### src/rtl/wd_pkg.sv
// Shared constants and types of the watchdog timer block.
// Assumes a byte-wide register map reached over a 32-bit bus.
package wd_pkg;

  localparam int unsigned WD_DW = 32;

  // Register indices; byte address is four times the index
  localparam logic [7:0] WD_IDX_CTL_TWO = 8'hAB;
  localparam logic [7:0] WD_IDX_CTL_ONE = 8'hD8;
  localparam logic [7:0] WD_IDX_INT_EN  = 8'hE8;
  localparam logic [7:0] WD_IDX_KEY     = 8'hC7;

  // Timed-access key values
  localparam logic [7:0] WD_KEY_FIRST  = 8'hAA;
  localparam logic [7:0] WD_KEY_SECOND = 8'h55;

  // Field positions
  localparam int unsigned WD_BIT_RUN   = 7;
  localparam int unsigned WD_BIT_CLR   = 6;
  localparam int unsigned WD_BIT_FLAG  = 5;
  localparam int unsigned WD_BIT_SLEEP = 4;
  localparam int unsigned WD_BIT_RSTF  = 3;
  localparam int unsigned WD_PS_MSB    = 2;
  localparam int unsigned WD_BIT_RFE   = 0;
  localparam int unsigned WD_BIT_EWDI  = 4;

  // Reset values
  localparam logic [7:0] WD_CTL_ONE_RST = 8'h00;
  localparam logic       WD_RFE_RST     = 1'b0;
  localparam logic       WD_EWDI_RST    = 1'b0;

  // Timing in low-speed clock ticks
  localparam int unsigned WD_BASE_TICKS  = 64;
  localparam int unsigned WD_GRACE_TICKS = 512;
  localparam int unsigned WD_CNT_W       = 15;
  localparam int unsigned WD_GRACE_W     = 9;
  localparam logic [WD_GRACE_W-1:0] WD_GRACE_LAST = WD_GRACE_W'(WD_GRACE_TICKS - 1);

  typedef struct packed {
    logic       run_en;
    logic       clr;
    logic       flag;
    logic       sleep_run;
    logic       rst_flag;
    logic [2:0] ps;
  } wd_ctl_one_t;

  typedef enum logic [0:0] {
    WD_ST_RUN   = 1'b0,
    WD_ST_GRACE = 1'b1
  } wd_state_t;

  // Prescale code to shift for ratios 1,2,8,16,32,64,128,256
  function automatic logic [3:0] wd_ps_shift(input logic [2:0] code);
    case (code)
      3'h0:    wd_ps_shift = 4'h0;
      3'h1:    wd_ps_shift = 4'h1;
      default: wd_ps_shift = 4'({1'b0, code} + 4'h1);
    endcase
  endfunction : wd_ps_shift

endpackage : wd_pkg

### src/rtl/wd_tick_cnt.sv
// Watchdog counter of low-speed ticks with selectable time-out.
// Assumes tick_i is a one-cycle pulse per low-speed clock.
`timescale 1ns/1ns
module wd_tick_cnt #(
  parameter int unsigned CNT_W = wd_pkg::WD_CNT_W
) (
  input  wire logic       clk_i,
  input  wire logic       rst_n_i,
  input  wire logic       clear_i,
  input  wire logic       run_i,
  input  wire logic       tick_i,
  input  wire logic [2:0] ps_i,
  output logic            timeout_o
);
  import wd_pkg::*;

  if (CNT_W < WD_CNT_W) begin : g_chk
    $error("Counter too narrow for longest time-out");
  end

  logic [CNT_W-1:0] cnt_q;
  logic [CNT_W-1:0] cnt_d;
  logic [CNT_W-1:0] last;

  assign last      = (CNT_W'(WD_BASE_TICKS) << wd_ps_shift(ps_i)) - CNT_W'(1);
  assign timeout_o = run_i & tick_i & ~clear_i & (cnt_q == last);

  always_comb begin
    cnt_d = cnt_q;
    if (clear_i) begin
      cnt_d = '0;
    end else if (run_i & tick_i) begin
      cnt_d = timeout_o ? '0 : cnt_q + CNT_W'(1);
    end
  end

  always_ff @(posedge clk_i or negedge rst_n_i) begin
    if (!rst_n_i) begin
      cnt_q <= '0;
    end else begin
      cnt_q <= cnt_d;
    end
  end
endmodule : wd_tick_cnt

### src/rtl/wd_unlock.sv
// Timed-access gate: two key writes open the next write only.
// Assumes wr_i pulses once per accepted bus write.
`timescale 1ns/1ns
module wd_unlock (
  input  wire logic       clk_i,
  input  wire logic       rst_n_i,
  input  wire logic       wr_i,
  input  wire logic       key_wr_i,
  input  wire logic [7:0] data_i,
  output logic            unlocked_o
);
  import wd_pkg::*;

  logic armed_q;
  logic armed_d;
  logic open_q;
  logic open_d;

  always_comb begin
    armed_d = armed_q;
    open_d  = open_q;
    if (wr_i) begin
      armed_d = key_wr_i & (data_i == WD_KEY_FIRST);
      open_d  = key_wr_i & armed_q & (data_i == WD_KEY_SECOND);
    end
  end

  always_ff @(posedge clk_i or negedge rst_n_i) begin
    if (!rst_n_i) begin
      armed_q <= 1'b0;
      open_q  <= 1'b0;
    end else begin
      armed_q <= armed_d;
      open_q  <= open_d;
    end
  end

  assign unlocked_o = open_q;
endmodule : wd_unlock

### src/rtl/wd_watchdog.sv
// Watchdog timer with timed-access control and Wishbone slave.
// Assumes LS_TICK_I pulses once per low-speed clock, all inputs
// synchronous to REF_CLK_I, RESET_N_I is the power-on reset.
// Operation
// - Writing one to clear bit zeroes counter; bit reads back zero.
// - Clearing run enable stops the watchdog and zeroes its counter.
// - With run enable set the counter counts low-speed ticks.
// - Three-bit prescale field picks the time-out interval.
// - Time-out sets the flag in control bit five.
// - With reset function on, reset follows 512 ticks after time-out.
// - During those 512 ticks a counter clear cancels the reset.
// - Time-out wakes from idle or power down and raises interrupt event.
// - Run-in-sleep bit: 0 halts counter in sleep, 1 keeps counting.
// - Counter clears on entering and leaving idle or power down.
// - Reset flag set by watchdog reset, cleared by power-on or software.
// - Every reset loads run enable with inverse of nonvolatile bit.
// - Run-in-sleep and prescale clear only at power-on reset.
// - Bit zero of control two enables the reset function.
// - Reset function enable clears only at power-on reset.
// - Interrupt reaches the core only when its enable bit is set.
// - Time-out is 64 ticks times prescale ratio, one to 256.
// - Control writes need key values AA then 55 just before.
//
// The Wishbone interface to the registers was left to the implementer.
`timescale 1ns/1ns
module wd_watchdog (
  input  wire logic                    REF_CLK_I,
  input  wire logic                    RESET_N_I,
  input  wire logic                    WB_CYC_I,
  input  wire logic                    WB_STB_I,
  input  wire logic                    WB_WE_I,
  input  wire logic [9:0]              WB_ADR_I,
  input  wire logic [3:0]              WB_SEL_I,
  input  wire logic [wd_pkg::WD_DW-1:0] WB_DAT_I,
  output logic      [wd_pkg::WD_DW-1:0] WB_DAT_O,
  output logic                         WB_ACK_O,
  input  wire logic                    LS_TICK_I,
  input  wire logic                    IDLE_I,
  input  wire logic                    PDOWN_I,
  input  wire logic                    NV_WDOG_DISABLE_I,
  input  wire logic                    OTHER_RESET_I,
  output logic                         IRQ_O,
  output logic                         WAKE_O,
  output logic                         SYS_RESET_O
);
  import wd_pkg::*;

  function automatic logic idx_hit(input logic [7:0] a, input logic [7:0] b);
    idx_hit = (a == b);
  endfunction : idx_hit

  logic             acc;
  logic             wr;
  logic [7:0]       idx;
  logic [7:0]       wdat;
  logic             unlocked;
  logic             ctl_wr;
  logic             rfe_wr;
  logic             tmo;
  logic             sleep;
  logic             sleep_edge;
  logic             soft_rst;
  logic             sw_clr;
  logic             cnt_clr;
  logic             run_gate;
  logic             expire;

  wd_ctl_one_t      ctl_q;
  wd_ctl_one_t      ctl_d;
  logic             rfe_q;
  logic             rfe_d;
  logic             ewdi_q;
  logic             ewdi_d;
  logic             init_q;
  logic             sleep_q;

  wd_state_t        st_q;
  wd_state_t        st_d;
  logic [WD_GRACE_W-1:0] grace_q;
  logic [WD_GRACE_W-1:0] grace_d;

  logic             ack_d;
  logic [WD_DW-1:0] dat_d;
  logic             irq_d;

  // Bus decode
  assign acc    = WB_CYC_I & WB_STB_I & ~WB_ACK_O;
  // Write lands at the edge where the master sees ack high
  assign wr     = WB_CYC_I & WB_STB_I & WB_ACK_O & WB_WE_I & WB_SEL_I[0];
  assign idx    = WB_ADR_I[9:2];
  assign wdat   = WB_DAT_I[7:0];

  assign ctl_wr = wr & unlocked & idx_hit(idx, WD_IDX_CTL_ONE);
  assign rfe_wr = wr & unlocked & idx_hit(idx, WD_IDX_CTL_TWO);

  wd_unlock u_unlock (
    .clk_i      (REF_CLK_I),
    .rst_n_i    (RESET_N_I),
    .wr_i       (wr),
    .key_wr_i   (wr & idx_hit(idx, WD_IDX_KEY)),
    .data_i     (wdat),
    .unlocked_o (unlocked)
  );

  // Other resets: first cycle after power-on, pin, own expiry
  assign soft_rst   = init_q | OTHER_RESET_I | SYS_RESET_O;
  assign sleep      = IDLE_I | PDOWN_I;
  assign sleep_edge = sleep ^ sleep_q;

  assign sw_clr   = ctl_wr & wdat[WD_BIT_CLR];
  // Clear on sleep entry and exit
  assign cnt_clr  = sw_clr | ~ctl_q.run_en | sleep_edge | soft_rst;
  assign run_gate = ctl_q.run_en & (~sleep | ctl_q.sleep_run);

  wd_tick_cnt #(
    .CNT_W (WD_CNT_W)
  ) u_cnt (
    .clk_i     (REF_CLK_I),
    .rst_n_i   (RESET_N_I),
    .clear_i   (cnt_clr),
    .run_i     (run_gate),
    .tick_i    (LS_TICK_I),
    .ps_i      (ctl_q.ps),
    .timeout_o (tmo)
  );

  // Control registers
  always_comb begin
    ctl_d  = ctl_q;
    rfe_d  = rfe_q;
    ewdi_d = ewdi_q;
    if (ctl_wr) begin
      ctl_d.run_en    = wdat[WD_BIT_RUN];
      ctl_d.sleep_run = wdat[WD_BIT_SLEEP];
      ctl_d.ps        = wdat[WD_PS_MSB:0];
      // A zero write or any reset clears flag
      if (!wdat[WD_BIT_FLAG]) begin
        ctl_d.flag = 1'b0;
      end
      if (!wdat[WD_BIT_RSTF]) begin
        ctl_d.rst_flag = 1'b0;
      end
    end
    if (rfe_wr) begin
      rfe_d = wdat[WD_BIT_RFE];
    end
    if (wr & idx_hit(idx, WD_IDX_INT_EN)) begin
      ewdi_d = wdat[WD_BIT_EWDI];
    end
    if (tmo) begin
      ctl_d.flag = 1'b1;
    end
    // Reload run enable on any reset
    if (soft_rst) begin
      ctl_d.run_en = ~NV_WDOG_DISABLE_I;
      ctl_d.flag   = 1'b0;
      ewdi_d       = WD_EWDI_RST;
    end
    if (SYS_RESET_O) begin
      ctl_d.rst_flag = 1'b1;
    end
    ctl_d.clr = 1'b0;
  end

  always_ff @(posedge REF_CLK_I or negedge RESET_N_I) begin
    if (!RESET_N_I) begin
      ctl_q   <= wd_ctl_one_t'(WD_CTL_ONE_RST);
      rfe_q   <= WD_RFE_RST;
      ewdi_q  <= WD_EWDI_RST;
      init_q  <= 1'b1;
      sleep_q <= 1'b0;
    end else begin
      ctl_q   <= ctl_d;
      rfe_q   <= rfe_d;
      ewdi_q  <= ewdi_d;
      init_q  <= 1'b0;
      sleep_q <= sleep;
    end
  end

  // Grace window before system reset
  always_comb begin
    st_d    = st_q;
    grace_d = grace_q;
    expire  = 1'b0;
    case (st_q)
      WD_ST_RUN: begin
        if (tmo & rfe_q) begin
          st_d    = WD_ST_GRACE;
          grace_d = '0;
        end
      end
      WD_ST_GRACE: begin
        if (cnt_clr) begin
          st_d = WD_ST_RUN;
        end else if (run_gate & LS_TICK_I) begin
          if (grace_q == WD_GRACE_LAST) begin
            expire = 1'b1;
            st_d   = WD_ST_RUN;
          end else begin
            grace_d = grace_q + WD_GRACE_W'(1);
          end
        end
      end
      default: begin
        st_d = WD_ST_RUN;
      end
    endcase
  end

  always_ff @(posedge REF_CLK_I or negedge RESET_N_I) begin
    if (!RESET_N_I) begin
      st_q    <= WD_ST_RUN;
      grace_q <= '0;
    end else begin
      st_q    <= st_d;
      grace_q <= grace_d;
    end
  end

  // Bus answer and outputs
  always_comb begin
    ack_d = acc;
    dat_d = WB_DAT_O;
    if (acc) begin
      dat_d = '0;
      case (idx)
        WD_IDX_CTL_ONE: dat_d[7:0] = ctl_q;
        WD_IDX_CTL_TWO: dat_d[WD_BIT_RFE] = rfe_q;
        WD_IDX_INT_EN:  dat_d[WD_BIT_EWDI] = ewdi_q;
        default:        dat_d = '0;
      endcase
    end
    irq_d = ctl_q.flag & ewdi_q;
  end

  always_ff @(posedge REF_CLK_I or negedge RESET_N_I) begin
    if (!RESET_N_I) begin
      WB_ACK_O    <= 1'b0;
      WB_DAT_O    <= '0;
      IRQ_O       <= 1'b0;
      WAKE_O      <= 1'b0;
      SYS_RESET_O <= 1'b0;
    end else begin
      WB_ACK_O    <= ack_d;
      WB_DAT_O    <= dat_d;
      IRQ_O       <= irq_d;
      WAKE_O      <= tmo;
      SYS_RESET_O <= expire;
    end
  end
endmodule : wd_watchdog

### config.mk
export PLATFORM = sky130hd
export DESIGN_NAME = wd_watchdog
export DESIGN_NICKNAME = d
export VERILOG_FILES = /design/src/rtl/wd_pkg.sv /design/src/rtl/wd_tick_cnt.sv /design/src/rtl/wd_unlock.sv /design/src/rtl/wd_watchdog.sv
export SDC_FILE = /design/constraint.sdc
export NUM_CORES = 1
export LEC_CHECK = 0
export ABC_AREA = 1
export BUFFER_PORTS_ARGS = -buffer_cell sky130_fd_sc_hd__buf_2
export CAP_MARGIN = 15
export CORE_UTILIZATION = 49
export CTS_CLUSTER_DIAMETER = 30
export CTS_CLUSTER_SIZE = 30
export DETAILED_ROUTE_END_ITERATION = 16
export PLACE_DENSITY = 0.78
export SETUP_SLACK_MARGIN = 0.5
export SLEW_MARGIN = 5
export SYNTH_ARGS = -nofsm -noshare
export SYNTH_HDL_FRONTEND = slang
export SYNTH_HIERARCHICAL = 1
export SYNTH_SLANG_ARGS = --single-unit
### constraint.sdc
create_clock -name REF_CLK_I -period 2.86 [get_ports REF_CLK_I]
set_input_delay 0.143 -clock REF_CLK_I [delete_from_list [all_inputs] [get_ports REF_CLK_I]]
set_output_delay 0.143 -clock REF_CLK_I [all_outputs]
set_load 0.1 [all_outputs]
==> impl_summary.log <==
INFO  metric run_status = complete, no violations
INFO  metric post_synth_instance_area = 0.00352 mm^2
INFO  metric drt_pre_antenna_iters = 5
INFO  metric p_per_area = 368 mW/mm^2
INFO  metric first_pass_grt_wire_length = 12900 um
INFO  metric clock_sink_count = 49
INFO  metric number_of_routed_nets_with_antenna_violations = 0
INFO  metric power_leakage = 2.04 nW
INFO  metric share_of_layout_cells_above_drive_strength_1 = 27.1%
INFO  metric gp_routability_congestion = 0.834
INFO  metric report.final.hold_viol_count = 0
INFO  metric initial_core_util = 51.3%
INFO  metric yosysWarningCount = 6
INFO  metric nNetsFinal = 598
INFO  metric area.growth.synth_to_final = 16.9%
INFO  metric arrival = 3010 ps
INFO  metric hold_path.class = in2reg
INFO  metric power.share.combinational = 15.5%
INFO  metric netlist_instances = 473
INFO  metric wl_per_instance = 11.9 um
INFO  metric grt_overflow = 0
INFO  metric power.internal = 1.07 mW
INFO  metric drc = 0
INFO  metric timing.critical_path.to_type = flip-flop
INFO  metric share_of_synthesized_registers_carrying_an_async_set_or_reset = 100%
INFO  metric dominantRegCellSynth = dfrtp_1
INFO  metric ctsLongestPathBuffers = 2
INFO  metric cp-startpoint = ctl_q[0]
INFO  metric dpl_cell_area = 0.00383 mm^2
INFO  metric net-switching-power = 0.444 mW
INFO  metric cts.root.buffer_cell = clkbuf_8
INFO  metric groute.usage.overall = 21.3%
INFO  metric dieArea = 0.00753 mm^2
INFO  metric stdcell_area = 0.00412 mm^2
INFO  metric hpwl = 5600 um
INFO  metric buffer_ports.inserted = 37
INFO  metric timing.max_cap.violations = 0
INFO  metric placement_rows = 30
INFO  metric timing.critical_path.max_delay_family = simple AND/OR/NAND/NOR gates
INFO  metric crit_chain = inv_2 > ha_4 > inv_2 > nor2_2 > nor2_4 > nand2_2 > ha_4 > xor2_1 > nand2_1 > nor2_1 > nand3_2 > nor2_2 > nand2_2 > nor2_4 > nand3_4 > nor2_4 > nand3_4 > nand2_4 > nand2_1 > nand2_1
INFO  metric global_route.usage.met2 = 37.7%
INFO  metric seqPwrFrac = 46.2%
INFO  metric cts_tree = built
INFO  metric post_synth.cell_area_avg = 7.45 um^2
INFO  metric vias_in_the_first_global_route = 3007
INFO  metric timing.final.crit_share = 96.6%
INFO  metric vdd_drop_max = 0.288 mV
INFO  metric cts.reportedPaths.clkPinSlew = 90 ps
INFO  metric synth-seq-area-share = 34.8%
INFO  metric worst_clock_skew = 8.13 ps
INFO  metric achievable-frequency = 362 MHz
INFO  metric grt_start_max_net_pins = 36
INFO  metric postSynthRegisterBits = 49
INFO  metric cts_inserted_buffers = 5
INFO  metric period_minus_slack = 2760 ps
INFO  metric critical_path.max_stage_delay = 470 ps
INFO  metric power.clock.fraction = 38.3%
INFO  metric top_level_i_o_count = 92
INFO  metric post_detailed_route_via_to_cell_ratio = 5.00
INFO  metric timing.critical_path.required = 3110 ps
INFO  metric drv_slew = 0
INFO  metric grt_setup_unrepaired = yes
INFO  metric detail_route.iter0.violations = 180
INFO  metric initial_antenna_violation_count = 0
INFO  metric cp_slowest_cell = dfrtp_2
INFO  metric horizontal_die_dimension = 86.8 um
INFO  metric path_class = reg2reg
INFO  metric finalSetupViolations = 0
INFO  metric crit-reg2reg-launch = ctl_q[0]
INFO  metric cts.htree.levels = 2
INFO  metric tightestPinTransition = 766 ps
INFO  metric n_antenna_cell = 0
INFO  metric synth.distinct_cells = 39
INFO  metric gr_layer_usage_met1 = 27.1%
INFO  metric cp-start-kind = flip-flop
INFO  metric hp_start = IDLE_I
INFO  metric crit_path_max_fanout = 6
INFO  metric dr_total_vias = 3160
INFO  metric most_heavily_used_metal_layer_in_global_routing = met2
INFO  metric final_setup_tns = 0 ps
INFO  metric core-area = 0.00687 mm^2
INFO  metric number_of_enable_flip_flop_cells_after_synthesis = 0
INFO  metric die_span_y = 86.8 um
INFO  metric wirelength = 7540 um
INFO  metric switching_share = 29.2%
INFO  metric yosys.area.top_type = dfrtp_1
INFO  metric critical_path.n_buffers_inverters = 2
INFO  metric area_fraction_of_the_dominant_cell_type_after_synthesis = 34.1%
INFO  metric clock_latency_on_the_worst_skew_pair = 300 ps
INFO  metric synth_area_leaders = dfrtp_1 (34%), nand2_1 (14%), inv_1 (5.6%)
INFO  metric globalRouteMet3Util = 3.33%
INFO  metric worst_relative_slew_slack = 48.9%
[routing by layer]
metal  part of all wire (%)  wire length, um  up-vias
met4                   0.89               67        0
met3                    4.2              319        8
li1                       -                -     1586
met2                     50             3760       87
met5                      0                0        -
met1                     45             3390     1479
[state kept, by name, indices dropped and copies added, names as in the netlist]
register / flops
ctl_q: 7
st_q: 1
sleep_q: 1
WAKE_O: 1
WB_ACK_O: 1
u_cnt/cnt_q: 15
rfe_q: 1
init_q: 1
grace_q: 9
u_unlock/armed_q: 1
SYS_RESET_O: 1
u_unlock/unlocked_o: 1
IRQ_O: 1
WB_DAT_O: 7
ewdi_q: 1
[final cells by class]
type	instances	area, um^2
fill	608	2750
sequential	49	1230
timing repair buffer	59	357
inverter	60	225
multi-input combinational	360	2050
tap	96	120
clock buffer	5	68.8
clock inverter	3	65.1
[Yosys cell counts, types with 2 or more instances]
| cell type | n |
|---|---|
| a21oi_1 | 12 |
| a31oi_1 | 4 |
| and3_1 | 2 |
| buf_12 | 2 |
| buf_4 | 25 |
| clkbuf_1 | 3 |
| dfrtp_1 | 48 |
| ha_1 | 7 |
| inv_1 | 53 |
| inv_2 | 7 |
| mux2_2 | 2 |
| nand2_1 | 130 |
| nand2_2 | 17 |
| nand2_4 | 12 |
| nand3_1 | 37 |
| nand3_2 | 3 |
| nand3_4 | 3 |
| nand3b_1 | 2 |
| nand4_1 | 9 |
| nor2_1 | 34 |
| nor2_2 | 6 |
| nor2_4 | 7 |
| nor3_1 | 6 |
| o21ai_0 | 20 |
| o21ai_1 | 2 |
| o31ai_1 | 2 |
| xnor2_1 | 4 |
| xor2_1 | 3 |
[what timing repair did]
item / in CTS / in global routing
cloned: 1 / 0
buffers inserted: 7 / 4
endpoints found under the hold margin: 33 / 0
resized for setup: 10 / 4
hold buffers: 1 / 0
pin swaps: 4 / 3
endpoints found under the setup margin: 25 / 25
[worst register-to-register path: cells and delay by family (launching register included)]
| family | cells | cell delay (ps) |
|---|---|---|
| flops | 1 | 470 |
| simple gates | 15 | 1420 |
| buf+inv | 2 | 150 |
| fa+ha+maj | 2 | 530 |
| xor+xnor | 1 | 130 |
[cell families after synthesis]
| kind of cell | count (synthesis) | synth area share, % |
|---|---|---|
| AO/OA/AOI/OAI | 44 | 6.89 |
| XOR/XNOR | 7 | 1.74 |
| adder cells (fa/ha/maj) | 7 | 2.49 |
| buffers and inverters | 90 | 13.2 |
| flip-flops | 49 | 34.8 |
| multiplexers | 2 | 0.639 |
| other | 1 | 0.106 |
| AND/OR/NAND/NOR | 273 | 40.1 |
[power by group through the flow]
| stage | clock network (mW) | registers (mW) | logic, mW |
|---|---|---|---|
| after floorplan | 0 | 0.722 | 0.204 |
| after global placement | 0 | 0.715 | 0.231 |
| after detailed placement | 0 | 0.715 | 0.233 |
| after CTS | 0.592 | 0.702 | 0.235 |
| after global routing | 0.614 | 0.703 | 0.249 |
| final | 0.581 | 0.702 | 0.235 |
[stage by stage]
step / cells / worst slack [ps] / util, % / power (mW) / hold WS (ps)
after CTS: 628 / 88.1 / 59.3 / 1.53 / 75.1
after global routing: 632 / -113 / 60.0 / 1.57 / 96.4
final: 632 / 98.1 / 60.0 / 1.52 / 84.5
after detailed placement: 611 / -51.9 / 55.8 / 0.948 / 264
after floorplan: 498 / 6.34 / - / 0.926 / -153
after global placement: 611 / 10.5 / 55.8 / 0.946 / 258
[placed cells by master, fill, tap and decap left out, types with 4 or more instances in the layout]
cell type / n
nand2_1: 126
inv_1: 51
dfrtp_1: 45
buf_2: 37
nand3_1: 34
nor2_1: 34
conb_1: 26
buf_4: 20
o21ai_0: 19
nand2_2: 17
nand2_4: 16
a21oi_1: 12
nand4_1: 9
inv_2: 9
nor2_4: 7
nor2_2: 6
nor3_1: 6
nand3_4: 5
nand3_2: 5
clkbuf_8: 5
xnor2_1: 4
a31oi_1: 4
ha_4: 4
[worst paths after layout]
check | to | slack (ps) | depth (start not counted)
min reg2reg | IRQ_O | 480 | 2
max in group asynchronous | u_cnt/cnt_q[9] | 1730 | 3
max reg2reg | grace_q[6] | 100 | 20
min in group asynchronous | grace_q[1] | 430 | 2
min | sleep_q | 80 | 3
max | grace_q[6] | 100 | 20
Power figures use the tool's default switching activity.
